$ cat src/verilog/lirc_pkg.sv
// Constants and state encoding for the line interface reset controller
package lirc_pkg;

  // Clock and channel count
  localparam int unsigned CLK_PERIOD_NS = 50;
  localparam int unsigned NUM_CH        = 22;

  // Power-on reset completes within this time; longest time, rounded down
  localparam int unsigned POR_TIME_NS   = 1000000;
  localparam int unsigned POR_CYC       = POR_TIME_NS / CLK_PERIOD_NS;

  // Software resets complete within this time; longest time, rounded down
  localparam int unsigned SRST_TIME_NS  = 1000;
  localparam int unsigned SRST_CYC      = SRST_TIME_NS / CLK_PERIOD_NS;

  // Hold length of a software reset, margin left for pipeline latency
  localparam logic [4:0]  SRST_HOLD_CYC = 5'h10;

  // Counter widths
  localparam int unsigned POR_CNT_W     = 15;
  localparam int unsigned SRST_CNT_W    = 5;

  // Reset values
  localparam logic [POR_CNT_W-1:0]  POR_CNT_RST  = 15'h0000;
  localparam logic [SRST_CNT_W-1:0] SRST_CNT_RST = 5'h00;

  // Global reset sequencer states
  typedef enum logic [2:0] {
    LIRC_ST_POR  = 3'b000,
    LIRC_ST_HW   = 3'b001,
    LIRC_ST_SOFT = 3'b010,
    LIRC_ST_PDN  = 3'b011,
    LIRC_ST_RUN  = 3'b100
  } lirc_state_t;

endpackage

$ cat src/verilog/lirc_pulse_timer.sv
// Self-timed reset pulse for one channel
`timescale 1ns/100ps
module lirc_pulse_timer
  import lirc_pkg::*;
(
  // Clock and reset
  input  wire logic mclk,
  input  wire logic sys_rst,
  // Control
  input  wire logic clr,
  input  wire logic start,
  // Status
  output logic      busy
);

  logic                  busy_ff;
  logic                  nxt_busy;
  logic [SRST_CNT_W-1:0] cnt_ff;
  logic [SRST_CNT_W-1:0] nxt_cnt;

  // A start while busy is ignored; global reset aborts the pulse
  always_comb begin
    nxt_busy = busy_ff;
    nxt_cnt  = cnt_ff;
    if (clr) begin
      nxt_busy = 1'b0;
      nxt_cnt  = SRST_CNT_RST;
    end else if (busy_ff) begin
      if (cnt_ff == SRST_HOLD_CYC - 5'h01) begin
        nxt_busy = 1'b0;
        nxt_cnt  = SRST_CNT_RST;
      end else begin
        nxt_cnt  = cnt_ff + 5'h01;
      end
    end else if (start) begin
      nxt_busy = 1'b1;
      nxt_cnt  = SRST_CNT_RST;
    end
  end

  // Registers only
  always_ff @(posedge mclk) begin
    if (sys_rst) begin
      busy_ff <= 1'b0;
      cnt_ff  <= SRST_CNT_RST;
    end else begin
      busy_ff <= nxt_busy;
      cnt_ff  <= nxt_cnt;
    end
  end

  assign busy = busy_ff;

endmodule

$ cat src/verilog/lirc_reset_ctrl.sv
// Reset sequencer: power-on, pin, global soft, clock loss and per-channel resets
`timescale 1ns/100ps
module lirc_reset_ctrl
  import lirc_pkg::*;
#(
  parameter int unsigned POR_CYCLES = POR_CYC
)
(
  // Clock and power-on reset
  input  wire logic              mclk,
  input  wire logic              sys_rst,
  // Board reset pin and clock monitor
  input  wire logic              hw_rst_n,
  input  wire logic              ref_clk_lost,
  // Host reset requests
  input  wire logic              glb_rst_wr,
  input  wire logic [NUM_CH-1:0] chan_rst_wr,
  // Common block resets
  output logic                   common_rst,
  output logic                   io_force_input,
  output logic                   line_std_rst,
  output logic                   power_down,
  // Per-channel resets and line pin control
  output logic [NUM_CH-1:0]      chan_rst,
  output logic [NUM_CH-1:0]      tx_line_pin_pair_hiz,
  output logic [NUM_CH-1:0]      rx_line_pin_pair_hiz,
  output logic [NUM_CH-1:0]      channel_soft_reset_bit
);

  // Pin synchroniser; first stage feeds only the second
  logic hw_meta_ff;
  logic hw_sync_n_ff;
  logic nxt_hw_meta;
  logic nxt_hw_sync_n;

  // Global sequencer state
  lirc_state_t            state_ff;
  lirc_state_t            nxt_state;
  logic [POR_CNT_W-1:0]   cnt_ff;
  logic [POR_CNT_W-1:0]   nxt_cnt;

  // Registered outputs
  logic              glb_rst_ff;
  logic              nxt_glb_rst;
  logic              pdn_ff;
  logic              nxt_pdn;
  logic [NUM_CH-1:0] chan_rst_ff;
  logic [NUM_CH-1:0] nxt_chan_rst;
  logic [NUM_CH-1:0] chan_busy;

  // Terminal counts at counter width
  localparam logic [POR_CNT_W-1:0] POR_LAST  = POR_CNT_W'(POR_CYCLES - 1);
  localparam logic [POR_CNT_W-1:0] SOFT_LAST = POR_CNT_W'(SRST_HOLD_CYC - 5'h01);

  // Two-flop synchroniser of the reset pin; board holds it long enough
  always_comb begin
    nxt_hw_meta   = hw_rst_n;
    nxt_hw_sync_n = hw_meta_ff;
  end

  always_ff @(posedge mclk) begin
    if (sys_rst) begin
      hw_meta_ff   <= 1'b0;
      hw_sync_n_ff <= 1'b0;
    end else begin
      hw_meta_ff   <= nxt_hw_meta;
      hw_sync_n_ff <= nxt_hw_sync_n;
    end
  end

  // Global sequencer: clock loss beats pin, pin beats soft reset
  always_comb begin
    nxt_state = state_ff;
    nxt_cnt   = cnt_ff;
    case (state_ff)
      LIRC_ST_POR: begin
        // Counting needs mclk, so a dead clock sends the device to power-down
        if (ref_clk_lost) begin
          nxt_state = LIRC_ST_PDN;
          nxt_cnt   = POR_CNT_RST;
        end else if (cnt_ff == POR_LAST) begin
          // A pin still low takes over here, so reset never drops for a cycle
          nxt_cnt   = POR_CNT_RST;
          if (hw_sync_n_ff) begin
            nxt_state = LIRC_ST_RUN;
          end else begin
            nxt_state = LIRC_ST_HW;
          end
        end else begin
          nxt_cnt   = cnt_ff + 15'h0001;
        end
      end
      LIRC_ST_HW: begin
        // Held as long as the synchronised pin is low
        if (ref_clk_lost) begin
          nxt_state = LIRC_ST_PDN;
        end else if (hw_sync_n_ff) begin
          nxt_state = LIRC_ST_RUN;
        end
      end
      LIRC_ST_SOFT: begin
        // Fixed hold, well inside the 1 us limit
        if (ref_clk_lost) begin
          nxt_state = LIRC_ST_PDN;
          nxt_cnt   = POR_CNT_RST;
        end else if (!hw_sync_n_ff) begin
          nxt_state = LIRC_ST_HW;
          nxt_cnt   = POR_CNT_RST;
        end else if (cnt_ff == SOFT_LAST) begin
          nxt_state = LIRC_ST_RUN;
          nxt_cnt   = POR_CNT_RST;
        end else begin
          nxt_cnt   = cnt_ff + 15'h0001;
        end
      end
      LIRC_ST_PDN: begin
        // Clock back: restart with a full power-on sequence
        nxt_cnt = POR_CNT_RST;
        if (!ref_clk_lost) begin
          nxt_state = LIRC_ST_POR;
        end
      end
      LIRC_ST_RUN: begin
        nxt_cnt = POR_CNT_RST;
        if (ref_clk_lost) begin
          nxt_state = LIRC_ST_PDN;
        end else if (!hw_sync_n_ff) begin
          nxt_state = LIRC_ST_HW;
        end else if (glb_rst_wr) begin
          nxt_state = LIRC_ST_SOFT;
        end
      end
      default: begin
        nxt_state = LIRC_ST_POR;
        nxt_cnt   = POR_CNT_RST;
      end
    endcase
  end

  // Global reset is any state but run, registered so all logic leaves together
  always_comb begin
    nxt_glb_rst = (nxt_state != LIRC_ST_RUN);
    nxt_pdn     = (nxt_state == LIRC_ST_PDN);
  end

  // Sequencer registers; power-on starts in reset with global reset asserted and power-down clear
  always_ff @(posedge mclk) begin
    if (sys_rst) begin
      state_ff   <= LIRC_ST_POR;
      cnt_ff     <= POR_CNT_RST;
      glb_rst_ff <= 1'b1;
      pdn_ff     <= 1'b0;
    end else begin
      state_ff   <= nxt_state;
      cnt_ff     <= nxt_cnt;
      glb_rst_ff <= nxt_glb_rst;
      pdn_ff     <= nxt_pdn;
    end
  end

  // One self-clearing pulse timer per channel
  genvar gi;
  generate
    for (gi = 0; gi < NUM_CH; gi++) begin : g_chan
      lirc_pulse_timer u_timer (
        .mclk    (mclk),
        .sys_rst (sys_rst),
        .clr     (glb_rst_ff),
        .start   (chan_rst_wr[gi]),
        .busy    (chan_busy[gi])
      );
    end
  endgenerate

  // Channel reset covers state machines, masks and registers
  always_comb begin
    nxt_chan_rst = chan_busy | {NUM_CH{nxt_glb_rst}};
  end

  // Registered so channel logic and line pins switch on one clean edge
  always_ff @(posedge mclk) begin
    if (sys_rst) begin
      chan_rst_ff <= {NUM_CH{1'b1}};
    end else begin
      chan_rst_ff <= nxt_chan_rst;
    end
  end

  // Line pins float for every channel in reset and while powered down
  assign tx_line_pin_pair_hiz = chan_rst_ff | {NUM_CH{pdn_ff}};
  assign rx_line_pin_pair_hiz = chan_rst_ff | {NUM_CH{pdn_ff}};

  // Bus and I/O direction follow only the global reset
  assign io_force_input = glb_rst_ff;
  // Line standard bit is not part of a channel reset
  assign line_std_rst   = glb_rst_ff;
  assign common_rst     = glb_rst_ff;
  assign power_down     = pdn_ff;
  assign chan_rst       = chan_rst_ff;
  // Reads back as one while the channel pulse runs
  assign channel_soft_reset_bit = chan_busy;

endmodule
$ cat config.mk
export PLATFORM = sky130hd
export DESIGN_NAME = lirc_reset_ctrl
export DESIGN_NICKNAME = d
export VERILOG_FILES = /design/src/verilog/lirc_pkg.sv /design/src/verilog/lirc_pulse_timer.sv /design/src/verilog/lirc_reset_ctrl.sv
export SDC_FILE = /design/constraint.sdc
export NUM_CORES = 1
export LEC_CHECK = 0
export BUFFER_PORTS_ARGS = -buffer_cell sky130_fd_sc_hd__buf_2
export CAP_MARGIN = 20
export CORE_MARGIN = 2
export CORE_UTILIZATION = 25
export DETAILED_ROUTE_END_ITERATION = 7
export SLEW_MARGIN = 0
export SYNTH_ARGS = -nofsm -noshare
export SYNTH_HDL_FRONTEND = slang
export SYNTH_SLANG_ARGS = --single-unit
export TNS_END_PERCENT = 10
$ cat constraint.sdc
create_clock -name mclk -period 6.4 [get_ports mclk]
set_input_delay 0.64 -clock mclk [delete_from_list [all_inputs] [get_ports mclk]]
set_output_delay 0.64 -clock mclk [all_outputs]
set_load 0.02 [all_outputs]
* Yosys cells after proc, flatten, opt, wreduce, memory -nomap -nowiden *
Cells that the tools add are included.

cells by class
  add/subtract/negate cells = 23
  equality and inequality tests = 30
  multiplexer cells = 151
  bitwise operators = 2
  reduce and logical (&&, ||, !) cells = 24

operators by type and width
  cell                                                              number
  5-bit 2-to-1 mux                                                  66
  5-bit by 1-bit adder with 5-bit output, second input constant     22
  5-bit by 4-bit == test with 1-bit output, second input constant   22
  15-bit 2-to-1 mux                                                 5
  1-bit 2-to-1 mux                                                  66
  15-bit one-hot mux with 3 select lines                            1
  22-bit OR                                                         2
  2-bit nonzero test                                                22
  3-bit 2-to-1 mux                                                  12
  15-bit by 1-bit adder with 15-bit output, second input constant   1
  15-bit == test, second input constant                             1
  15-bit by 4-bit == test with 1-bit output, second input constant  1
  3-bit one-hot mux with 5 select lines                             1
  3-bit by 2-bit == test with 1-bit output, second input constant   3
  3-bit by 1-bit == test with 1-bit output, second input constant   1
  3-bit == test, second input constant                              1
  3-bit logical NOT                                                 1
  3-bit != test, second input constant                              1
  2-bit OR reduction                                                1

word-level totals
  register bits after elaboration = 176
  bits of input ports = 27
  output and inout bits = 92
  word-level logic and storage cells = 281

* Logic depth before layout (Yosys ltp) *
Gate-level depths: netlist of the first run.

  depth in word-level cells = 7
  depth in mapped cells = 7
  depth with buffers taken out = 6

* Modules after synthesis *
Synthesis of the first run repeated with hierarchy kept, for this count alone.

second synthesis, totals
  cell total of the unflattened synthesis = 841
  area total of the unflattened synthesis = 8,309.2 µm²

modules (own cells, without submodules)
  module            times used  cells an instance  area each (µm²)  seq. area each (µm²)
  lirc_pulse_timer  22          28                 284.0            120.1
  lirc_reset_ctrl   1           225                2,060.7          880.8

* Worst setup path before layout of the first run *
OpenSTA, ideal clock, no wires.

  path kind = reg2reg
  from = reg cnt_ff[6]
  to = reg cnt_ff[12]
  setup time = 122 ps
  arrival time = 1,887 ps
  required time = 6,278 ps
  path slack = 4,392 ps
  stages on the path, launching flop included = 6
  buffers on the path = 0
  clock period less this slack = 2,008 ps
  cells stage by stage = dfxtp_1 or4_4 nor4_4 nor3_2 or2_1 a221o_1

between the ends
  word-level cells in the longest chain between the ends = 5
  elaborated cells between the ends (all ways) = 9
  those cells by class = add/sub: 1; eq/ne: 2; mux: 6

ends and longest elaborated chain
  item                                                                                                          line                                                                   source
  from (decl)                                                                                                   lirc_reset_ctrl.sv:39                                                  logic [POR_CNT_W-1:0] cnt_ff;
  from (signal assigned)                                                                                        lirc_reset_ctrl.sv:155                                                 cnt_ff <= nxt_cnt;
  15-bit by 1-bit adder with 15-bit output / 15-bit by 4-bit == test with 1-bit output (equally long branches)  lirc_reset_ctrl.sv:90, lirc_reset_ctrl.sv:113, lirc_reset_ctrl.sv:109
  15-bit 2-to-1 mux                                                                                             lirc_reset_ctrl.sv:109                                                 end else if (cnt_ff == SOFT_LAST) begin
  15-bit 2-to-1 mux                                                                                             lirc_reset_ctrl.sv:106                                                 end else if (!hw_sync_n_ff) begin
  15-bit 2-to-1 mux                                                                                             lirc_reset_ctrl.sv:103                                                 if (ref_clk_lost) begin
  15-bit one-hot mux with 3 select lines *                                                                      lirc_reset_ctrl.sv:75                                                  case (state_ff)

Every way passes the cells marked *; elsewhere a longest branch is shown, timed or not.
A chain may end at the register's enable or synchronous reset.

* Worst setup path in the final report of the first run *
  from = reg cnt_ff[6]
  to = reg chan_rst_ff[18] (netlist: chan_rst[18])

between the ends
  word-level cells in the longest chain between the ends = 7
  elaborated cells between the ends (all ways) = 10
  those cells by class = eq/ne: 3; mux: 6; bitwise: 1

ends and longest elaborated chain
  item                                       line                    source
  15-bit by 4-bit == test with 1-bit output  lirc_reset_ctrl.sv:109
  3-bit 2-to-1 mux                           lirc_reset_ctrl.sv:109
  3-bit 2-to-1 mux                           lirc_reset_ctrl.sv:106
  3-bit 2-to-1 mux                           lirc_reset_ctrl.sv:103
  3-bit one-hot mux with 5 select lines *    lirc_reset_ctrl.sv:75
  3-bit != test *                            lirc_reset_ctrl.sv:142  nxt_glb_rst = (nxt_state != LIRC_ST_RUN);
  22-bit OR *                                lirc_reset_ctrl.sv:177  nxt_chan_rst = chan_busy | {NUM_CH{nxt_glb_rst}};
  to (signal assigned)                       lirc_reset_ctrl.sv:183  chan_rst_ff <= {NUM_CH{1'b1}};
  to (signal assigned)                       lirc_reset_ctrl.sv:185  chan_rst_ff <= nxt_chan_rst;
  to (decl)                                  lirc_reset_ctrl.sv:47   logic [NUM_CH-1:0] chan_rst_ff;

Marks and branches as above.

==> results of run 1 <==
## where the power goes
part	switching [uW]	total, uW	internal, uW	leakage [uW]
Combinational	39.8	61.2	21.3	0.00154
Clock	470	1130	662	0.000300
Sequential	6.09	1110	1100	0.00142
## cells in the final DEF, fill, tap and decap left out, drive strengths merged, types with 7 or more instances in the layout
cell	Yosys	routed
nor3b	29	29
a32oi	17	17
nand4b	17	17
nor2	102	102
buf	48	122
a41oi	22	22
and4	19	19
ha	23	23
clkbuf	43	18
nor2b	7	7
a21oi	99	99
nand2b	45	45
o21ai	10	10
a31oi	23	23
nand4	20	20
nor3	27	27
dfxtp	176	176
or2	25	25
inv	26	32
a211oi	22	22
nand2	51	51
## kinds of logic (layout without fill, tap and decap cells)
logic type | after synthesis | in the layout | share of synthesized area
AOI/OAI and AO/OA | 222 | 222 | 0.182
and+or+nand+nor | 367 | 367 | 0.258
xor gates and xnor gates | 2 | 2 | 0.00221
adders and majority gates | 23 | 23 | 0.0362
buffers and inverters | 117 | 179 | 0.0777
DFF | 176 | 176 | 0.444
## metrics by stage
step	instance area [um^2]	instances	utilization	setup WS (ps)	power (uW)
after CTS	9190	1371	0.293	3760	2340
after global placement	8560	1340	0.273	3850	1190
after global routing	9190	1371	0.293	3600	2390
after floorplan	7940	907	-	4390	1170
after detailed placement	8560	1340	0.273	3770	1190
final	9190	1371	0.293	3860	2300
## how the worst max path moves through the flow
stage          slack, ps      endpoint  startpoint  cells past startpoint
6_report            3860  chan_rst[18]   cnt_ff[6]                      5
3_5_place_dp        3770  chan_rst[18]   cnt_ff[6]                      5
3_3_place_gp        3850  chan_rst[11]   cnt_ff[6]                      5
5_1_grt             3600  chan_rst[13]   cnt_ff[6]                      5
2_1_floorplan       4390    cnt_ff[12]   cnt_ff[6]                      5
4_1_cts             3760  chan_rst[13]   cnt_ff[6]                      5
## layout make-up
class	instances	area [um^2]	area share
clock inverter	13	199	0.0217
inverter	26	97.6	0.0106
multi-input combinational	614	3810	0.415
tap	402	503	0.0548
timing repair buffer	122	621	0.0676
clock buffer	18	429	0.0467
sequential	176	3520	0.384
## metal layers
layer	part of all wire	up-vias
met3	0.040	18
met2	0.46	100
met5	0.00073	-
met4	0.013	2
li1	-	3356
met1	0.49	3083
## critical path, stage by stage, from the launching register on
cell and delay, ps:
dfxtp_1 370, or4_4 590, nor4_4 360, o21ai_1 150, a21oi_4 780, nand2b_1 130
## sequential cells by signal, summed over array words and instances (netlist names)
register and cells:
g_chan.u_timer.cnt_ff 110, chan_rst 22, g_chan.u_timer.busy 22, cnt_ff 15, state_ff 3, common_rst 1
hw_meta_ff 1, hw_sync_n_ff 1, power_down 1
==> flow_summary.toml, run 1 <==
[worst_hold_path]
holdCritPathClass = "input pin to flip-flop"
hold_depth = 2
min_to = "hw_meta_ff"
worstHoldStart = "hw_rst_n"

[global_routing]
grt_pass1_vias = 5924
grt_pass1_wl_um = 28900
grt.busiest_layer = "met2"
use_met3 = 0.0323
antenna_found_initial = 1
grt_use_met1 = 0.137
grt_remaining_overflow = 0
grt_max_degree = 66
grt_usage = 0.108
grt_use_met2 = 0.174

[drt]
ant_nets = 0
dr.pass1.iters = 5
drtIter0Drc = 301
vias = 6559
routed_via_density = 4.78
avgRoutedWirePerCell_um = 12.9
drc = 0
postRouteWirelength_um = 17700

[floorplan]
die_area_um2 = 33200
core.rowCount = 65
core_um2 = 31400
start_util = 0.253
die_h_um = 182
ios = 119
die_x_um = 182

[worst_setup_path]
r2r-end = "chan_rst[18]"
cp.arrival_ps = 2820
cp-start-kind = "flip-flop"
rr_startpoint = "cnt_ff[6]"
ff2ff_path_depth = 5
end_kind = "flip-flop"
worstSetupPathType = "flip-flop to flip-flop"
crit_required_ps = 6680
worst-path-max-fanout = 24
ff2ff_setup_slack_ps = 3860

[yosys]
synthCells = 907
synth_nets = 957
synth-main-ff-cell = "dfxtp_1"
synth_seq_cells = 176
yosys_warnings = 0
syn_area_um2 = 7940
yosys-top-cells-area = "dfxtp_1 (44%), a21oi_1 (6.2%), nor2_1 (4.8%)"
synth.avg_cell_area_um2 = 8.75
synth_top_area_share = 0.444
ys_async_sr_fraction = 0
synth_edf_count = 0
yosysTopAreaCell = "dfxtp_1"
yosys-top-cells-count = "dfxtp_1 (176), nor2_1 (102), a21oi_1 (98), nand2_1 (51), buf_4 (47)"
yosysSeqAreaShare = 0.444
synth.most_common_cell = "dfxtp_1"
synth_cell_types = 50

[outcome]
outcome = "finished clean"

[timing]
hold_violations = 0
slew_headroom = 0.361
fin_crit_ps = 2540
skew_ps = 9.85
slew_viol_final = 0
whs_ps = 431
tightestPinTransition_ps = 957
fin_tns_setup_ps = 0
max_freq_mhz = 394
timing.final.crit_share = 0.397
rsz0062_at_grt = "false"
setup_viol = 0

[power_and_ir_drop]
vdd_ir_drop_max_mv = 0.177
power.leakage_uw = 0.00326
power-per-cell-area_nw_per_um2 = 250

[clocking]
cts_sinks = 176
cts_resized = 0
cts-buffers-inserted = 17
tritoncts = "built"
cts-root-buf = "clkbuf_16"
clock_latency_ps = 430
ctsHoldBuffers = 0
htree_levels = 4
cts_setup_buffers = 0
cts.clk_slew.worst_paths_ps = 70
cts_buffer_depth = 2

[layout]
antenna_cells = 0
nets = 1007
fillers = 3326
post_route_cells_drive_above_1_share = 0.189
syn2layout_area_growth_pct = 15.7

[place]
numPortBuffers = 118
gp_congestion = 0.777
dp_hpwl_um = 11900

[job]
cap_violations = 0
(Power assumes the default switching activity.)
==> run 2, diff against run 1 <==
--- a/config.mk
+++ b/config.mk
@@ -5,6 +5,7 @@
 export SDC_FILE = /design/constraint.sdc
 export NUM_CORES = 1
 export LEC_CHECK = 0
+export ABC_AREA = 1
 export BUFFER_PORTS_ARGS = -buffer_cell sky130_fd_sc_hd__buf_2
 export CAP_MARGIN = 20
 export CORE_MARGIN = 2
==> constraint.sdc (replaced) <==
create_clock -name mclk -period 2.2 [get_ports mclk]
set_input_delay 0.22 -clock mclk [delete_from_list [all_inputs] [get_ports mclk]]
set_output_delay 0.22 -clock mclk [all_outputs]
set_load 0.02 [all_outputs]
==> run 2 against run 1 <==
  * Critical path depth rose by 3
  * Final area barely moved
  * Sequential share of layout area barely moved
  * Synthesized cell count rose by 16%
  * Clock skew barely moved
  * Hold slack got worse by 350 ps
  * Total power rose to 2.9 times the previous value
  * Critical path type unchanged
==> flow_summary.toml, run 2 <==
[timing]
max_freq_mhz = 559
fin_tns_setup_ps = 0
tightestPinTransition_ps = 468
timing.final.crit_share = 0.814
skew_ps = 9.90
postLayoutSetupSlackWorst_ps = 410
slew_headroom = 0.688
slew_viol_final = 0
hold_violations = 0
rsz0062_at_grt = "false"
fin_crit_ps = 1790
setup_viol = 0

[layout]
fillers = 3303
largest_reg_flops = 110
nets = 1172
syn2layout_area_growth_pct = 16.4
post_route_cells_drive_above_1_share = 0.171
final_common_cell = "nand2_1"
antenna_cells = 0
final_cell_mix = "nand2_1 (224), dfxtp_1 (176), a21oi_1 (126), buf_2 (118), inv_1 (112)"
stdcell_count = 1537
regMostFlops = "g_chan.u_timer.cnt_ff"

[drt]
top_layer_used = "met4"
drtIter0Drc = 310
route.layer.met1.wl_um = 8770
dr.pass1.iters = 8
ant_nets = 0
vias = 6704
drc = 0
avgRoutedWirePerCell_um = 11.5
wl_met2_um = 8020
postRouteWirelength_um = 17700
dr_wl_met3_um = 639
routed_via_density = 4.36

[floorplan]
die_x_um = 182
ios = 119
core.rowCount = 65
die_area_um2 = 33000
die_h_um = 182
start_util = 0.252
core_um2 = 31300

[yosys]
yosys-top-cells-count = "nand2_1 (224), dfxtp_1 (176), a21oi_1 (126), inv_1 (112), nand3_1 (103)"
synth_nets = 1100
synth-xor-area-share = 0.0255
synthMuxAreaShare = 0
synth-simple-area-share = 0.248
yosysTopAreaCell = "dfxtp_1"
synth_cell_types = 31
synth.most_common_cell = "nand2_1"
synth_top_family_by_area = "simple AND/OR/NAND/NOR gates"
ys_async_sr_fraction = 0
yosys-top-cells-area = "dfxtp_1 (45%), nand2_1 (11%), a21oi_1 (8.0%)"
synthAdderAreaFrac = 0.0365
yosys_warnings = 0
synth_seq_cells = 176
synth-compound-area-share = 0.129
synthCells = 1050
synth_top_area_share = 0.447
synth_edf_count = 0
syn_area_um2 = 7890
synth.avg_cell_area_um2 = 7.51
yosysSeqAreaShare = 0.447
synth-main-ff-cell = "dfxtp_1"

[worst_setup_path]
cp-start-kind = "flip-flop"
crit_required_ps = 2490
startpoint = "cnt_ff[0]"
cp.arrival_ps = 2080
worstSetupPathType = "flip-flop to flip-flop"
worst-path-max-fanout = 23
end_kind = "flip-flop"
rr_startpoint = "cnt_ff[0]"

[worst_hold_path]
holdCritPathClass = "input pin to flip-flop"
worstHoldStart = "chan_rst_wr[9]"

[clocking]
cts.clk_slew.worst_paths_ps = 70
cts_sinks = 176
htree_levels = 4
cts_resized = 0
cts-buffers-inserted = 17
clock_latency_ps = 430
cts-root-buf = "clkbuf_16"
tritoncts = "built"
cts_buffer_depth = 2

[place]
place_ws_ps = 399
gp_congestion = 0.803
placed_cells = 1504
dp_hpwl_um = 12100
numPortBuffers = 118

[power_and_ir_drop]
p_sw_frac = 0.234
power.share.sequential = 0.488
power_frac_comb = 0.043
p_switching_uw = 1550
p_clk_frac = 0.470
power-per-cell-area_nw_per_um2 = 720
p_int_uw = 5060
vdd_ir_drop_max_mv = 0.338
power.leakage_uw = 0.00342

[global_routing]
grt_remaining_overflow = 0
antenna_found_initial = 0
grt_max_degree = 88
grt_usage = 0.108
grt_pass1_vias = 6134
grt_pass1_wl_um = 29200

[outcome]
outcome = "finished clean"

[job]
cap_violations = 0
==> run 2: changes by cell type after synthesis, sizes merged, moves of 26 or more <==
cell | previous run | this run
nor3b | 29 | 0
nand3 | 5 | 106
nand2 | 51 | 228
nor3 | 27 | 1
a21oi | 99 | 126
nand2b | 45 | 0
clkbuf | 43 | 12
o21ai | 10 | 38
inv | 26 | 113
==> run 2: critical path, cell delays in order, from the launching register on <==
cell	delay [ps]
dfxtp_1	390
ha_1	220
nand3_2	110
nor2_2	190
nand2_2	90
nor2_1	110
o21ai_1	110
nand2_4	300
nand3_1	120
==> run 2: repair_timing <==
item                                   in CTS  in global routing
endpoints found under the hold margin       1                  0
hold buffers                                1                  0
buffers inserted                            0                  0
==> run 2: power by group through the flow <==
stage / combinational, uW / clock [uW] / sequential [uW]
after detailed placement: 282 / 0 / 3300
after global placement: 283 / 0 / 3300
after floorplan: 182 / 0 / 3300
after global routing: 314 / 3320 / 3220
after CTS: 286 / 3200 / 3220
final: 281 / 3110 / 3220
==> run 2: cell type report <==
class / instances / area, um^2 / share of cell area
inverters: 113 / 424 / 0.0462
clock inverters: 11 / 130 / 0.0142
clock buffers: 21 / 470 / 0.0513
repair buffers: 124 / 663 / 0.0723
flip-flops and latches: 176 / 3520 / 0.384
well taps: 402 / 503 / 0.0548
multi-input cells: 690 / 3460 / 0.377
==> run 2: cells by family after synthesis <==
family | count (synthesis)
buffers and inverters | 184
XOR/XNOR | 23
flip-flops | 176
AO/OA/AOI/OAI | 189
AND/OR/NAND/NOR | 455
adder cells (fa/ha/maj) | 23
==> run 2: metal layers <==
layer | GRT usage | vias up
met1 | 0.142 | 3061
met5 | 0 | -
met4 | 0.0338 | 0
met3 | 0.0263 | 16
li1 | - | 3511
met2 | 0.174 | 116
==> run 2: path summary, 6_finish.rpt <==
path	cells past startpoint	slack (ps)	endpoint
worst min register to register	2	420	hw_sync_n_ff
worst min-delay path	4	80	g_chan[9].u_timer.cnt_ff[3]
worst max register to register	8	410	chan_rst[15]
worst max-delay path	8	410	chan_rst[15]
==> run 2: through the flow <==
step           hold slack, ps  instance area (um^2)   util  power (uW)
2_1_floorplan             289                  7890      -        3480
3_3_place_gp              405                  8570  0.274        3580
3_5_place_dp              392                  8570  0.274        3580
4_1_cts                  59.4                  9180  0.293        6710
5_1_grt                  63.1                  9180  0.293        6850
6_report                 82.6                  9180  0.293        6610
==> run 3, diff against run 2 <==
==> constraint.sdc (replaced) <==
create_clock -name mclk -period 1.81 [get_ports mclk]
set_input_delay 0.181 -clock mclk [delete_from_list [all_inputs] [get_ports mclk]]
set_output_delay 0.181 -clock mclk [all_outputs]
set_load 0.02 [all_outputs]
==> run 3 against run 2 <==
  * Global-route usage shrank 0.082 points
  * Clock-buffer cell count stayed put
  * Highest routed layer unchanged
  * Total power is 22% higher
==> flow_summary.toml, run 3 (synthesized netlist as in run 2, its figures left out) <==
[clocking]
htree_levels = 4
cts_buffer_depth = 2
cts-root-buf = "clkbuf_16"
cts-buffers-inserted = 17
cts_setup_buffers = 0
cts.clk_slew.worst_paths_ps = 70
clock_latency_ps = 430
tritoncts = "built"
cts_sinks = 176

[floorplan]
die_area_um2 = 33000
start_util = 0.252
ios = 119
core_um2 = 31300
die_x_um = 182
die_h_um = 182
core.rowCount = 65

[layout]
final_cell_mix = "nand2_1 (224), dfxtp_1 (176), a21oi_1 (126), buf_2 (118), inv_1 (112)"
syn2layout_area_growth_pct = 17.5
largest_reg_flops = 110
antenna_cells = 0
regMostFlops = "g_chan.u_timer.cnt_ff"
nets = 1176
post_route_cells_drive_above_1_share = 0.172
stdcell_count = 1539
fillers = 3327
final_common_cell = "nand2_1"

[timing]
skew_ps = 10.8
max_freq_mhz = 591
slew_headroom = 0.694
timing.final.crit_share = 0.934
hold_violations = 0
tightestPinTransition_ps = 458
fin_tns_setup_ps = 0
fin_crit_ps = 1690
slew_viol_final = 0
setup_viol = 0
rsz0062_at_grt = "false"

[worst_setup_path]
worst-path-max-fanout = 21
cp_slowest_cell = "dfxtp_1"
cpPeakStageDelay_ps = 360
critPathBufInv = 2
startpoint = "power_down"
cp-start-kind = "flip-flop"
ff2ff_path_depth = 9
cpLargestDelayFamily = "buffers and inverters"
ff2ff_setup_slack_ps = 150
r2r-end = "chan_rst[8]"
rr_startpoint = "cnt_ff[0]"
end_kind = "output pin"
worstSetupPathType = "flip-flop to output pin"
cp.depth = 3
cp_cell_sequence = "buf_4 -> or2_2 -> buf_2"
cp.arrival_ps = 1510
crit_required_ps = 1630

[power_and_ir_drop]
power-per-cell-area_nw_per_um2 = 871
power.leakage_uw = 0.00348
vdd_ir_drop_max_mv = 0.545

[place]
numPortBuffers = 118
gp_congestion = 0.795
placed_cells = 1508
dp_hpwl_um = 12500

[worst_hold_path]
holdCritPathClass = "input pin to flip-flop"
hold_depth = 4
min_to = "g_chan[10].u_timer.cnt_ff[1]"
worstHoldStart = "chan_rst_wr[10]"

[global_routing]
antenna_found_initial = 0
grt_remaining_overflow = 0
grt_pass1_wl_um = 28800
grt_usage = 0.107
grt_max_degree = 41
grt_pass1_vias = 6133

[drt]
drc = 0
avgRoutedWirePerCell_um = 11.4
dr.pass1.iters = 4
drtIter0Drc = 249
vias = 6705
ant_nets = 0
postRouteWirelength_um = 17600
routed_via_density = 4.36

[job]
cap_violations = 0

[outcome]
outcome = "finished clean"
[run 3: cell types whose count changed in the layout (fill, tap and decap cells not counted)]
cell and change:
clkinv_2 +2, buf_12 +4, bufinv_16 +1, clkinvlp_4 -4, nand2_4 +1, clkinv_4 -1
nand2_2 -1
[run 3: worst min-delay path, stage by stage]
cell     delay (ps)
buf_2            90
nor2_1           50
nand2_1          50
a21oi_1          50
[run 3: stage by stage]
| step | hold slack (ps) | setup slack [ps] | utilization | instance area (um^2) | power, uW |
|---|---|---|---|---|---|
| 6_report | 45.5 | 119 | 0.296 | 9260 | 8070 |
| 5_1_grt | 49.1 | 36.5 | 0.296 | 9260 | 8390 |
| 4_1_cts | 28.4 | 93.0 | 0.296 | 9260 | 8190 |
| 3_5_place_dp | 393 | 148 | 0.276 | 8650 | 4360 |
| 3_3_place_gp | 399 | 169 | 0.276 | 8650 | 4360 |
| 2_1_floorplan | 250 | 361 | - | 7890 | 4230 |
[run 3: power by group]
part	internal (uW)	leakage, uW	total [uW]	switching, uW
combinational	108	0.00176	350	242
sequential	3900	0.00142	3920	24.1
clock	2270	0.000299	3800	1520
total	6280	0.00348	8070	1790
[run 3: cell type report]
cell class	instances	area (um^2)	share of cell area
sequential	176	3520	0.380
timing repair buffer	128	743	0.0802
clock buffer	21	470	0.0508
tap	402	503	0.0543
inverter	113	424	0.0458
multi-input combinational	690	3470	0.374
clock inverter	9	131	0.0142
[run 3: how the worst max path moves through the flow]
| stage | endpoint |
|---|---|
| 2_1_floorplan | chan_rst[0] |
| 3_3_place_gp | cnt_ff[11] |
| 3_5_place_dp | cnt_ff[11] |
| 4_1_cts | rx_line_pin_pair_hiz[11] |
| 5_1_grt | chan_rst[8] |
| 6_report | rx_line_pin_pair_hiz[11] |
[run 3: routing by layer]
layer | routed length [um] | vias up | GRT usage
met3 | 641 | 24 | 0.0275
met2 | 7930 | 121 | 0.171
li1 | - | 3512 | -
met5 | 0 | - | 0
met1 | 8600 | 3048 | 0.137
met4 | 397 | 0 | 0.0446
[run 3: what timing repair did]
| action | 4_1_cts | 5_1_grt |
|---|---|---|
| hold endpoints to repair | 1 | 0 |
| setup endpoints to repair | 0 | 1 |
| hold buffers | 1 | 0 |
| gates resized for setup | 0 | 1 |
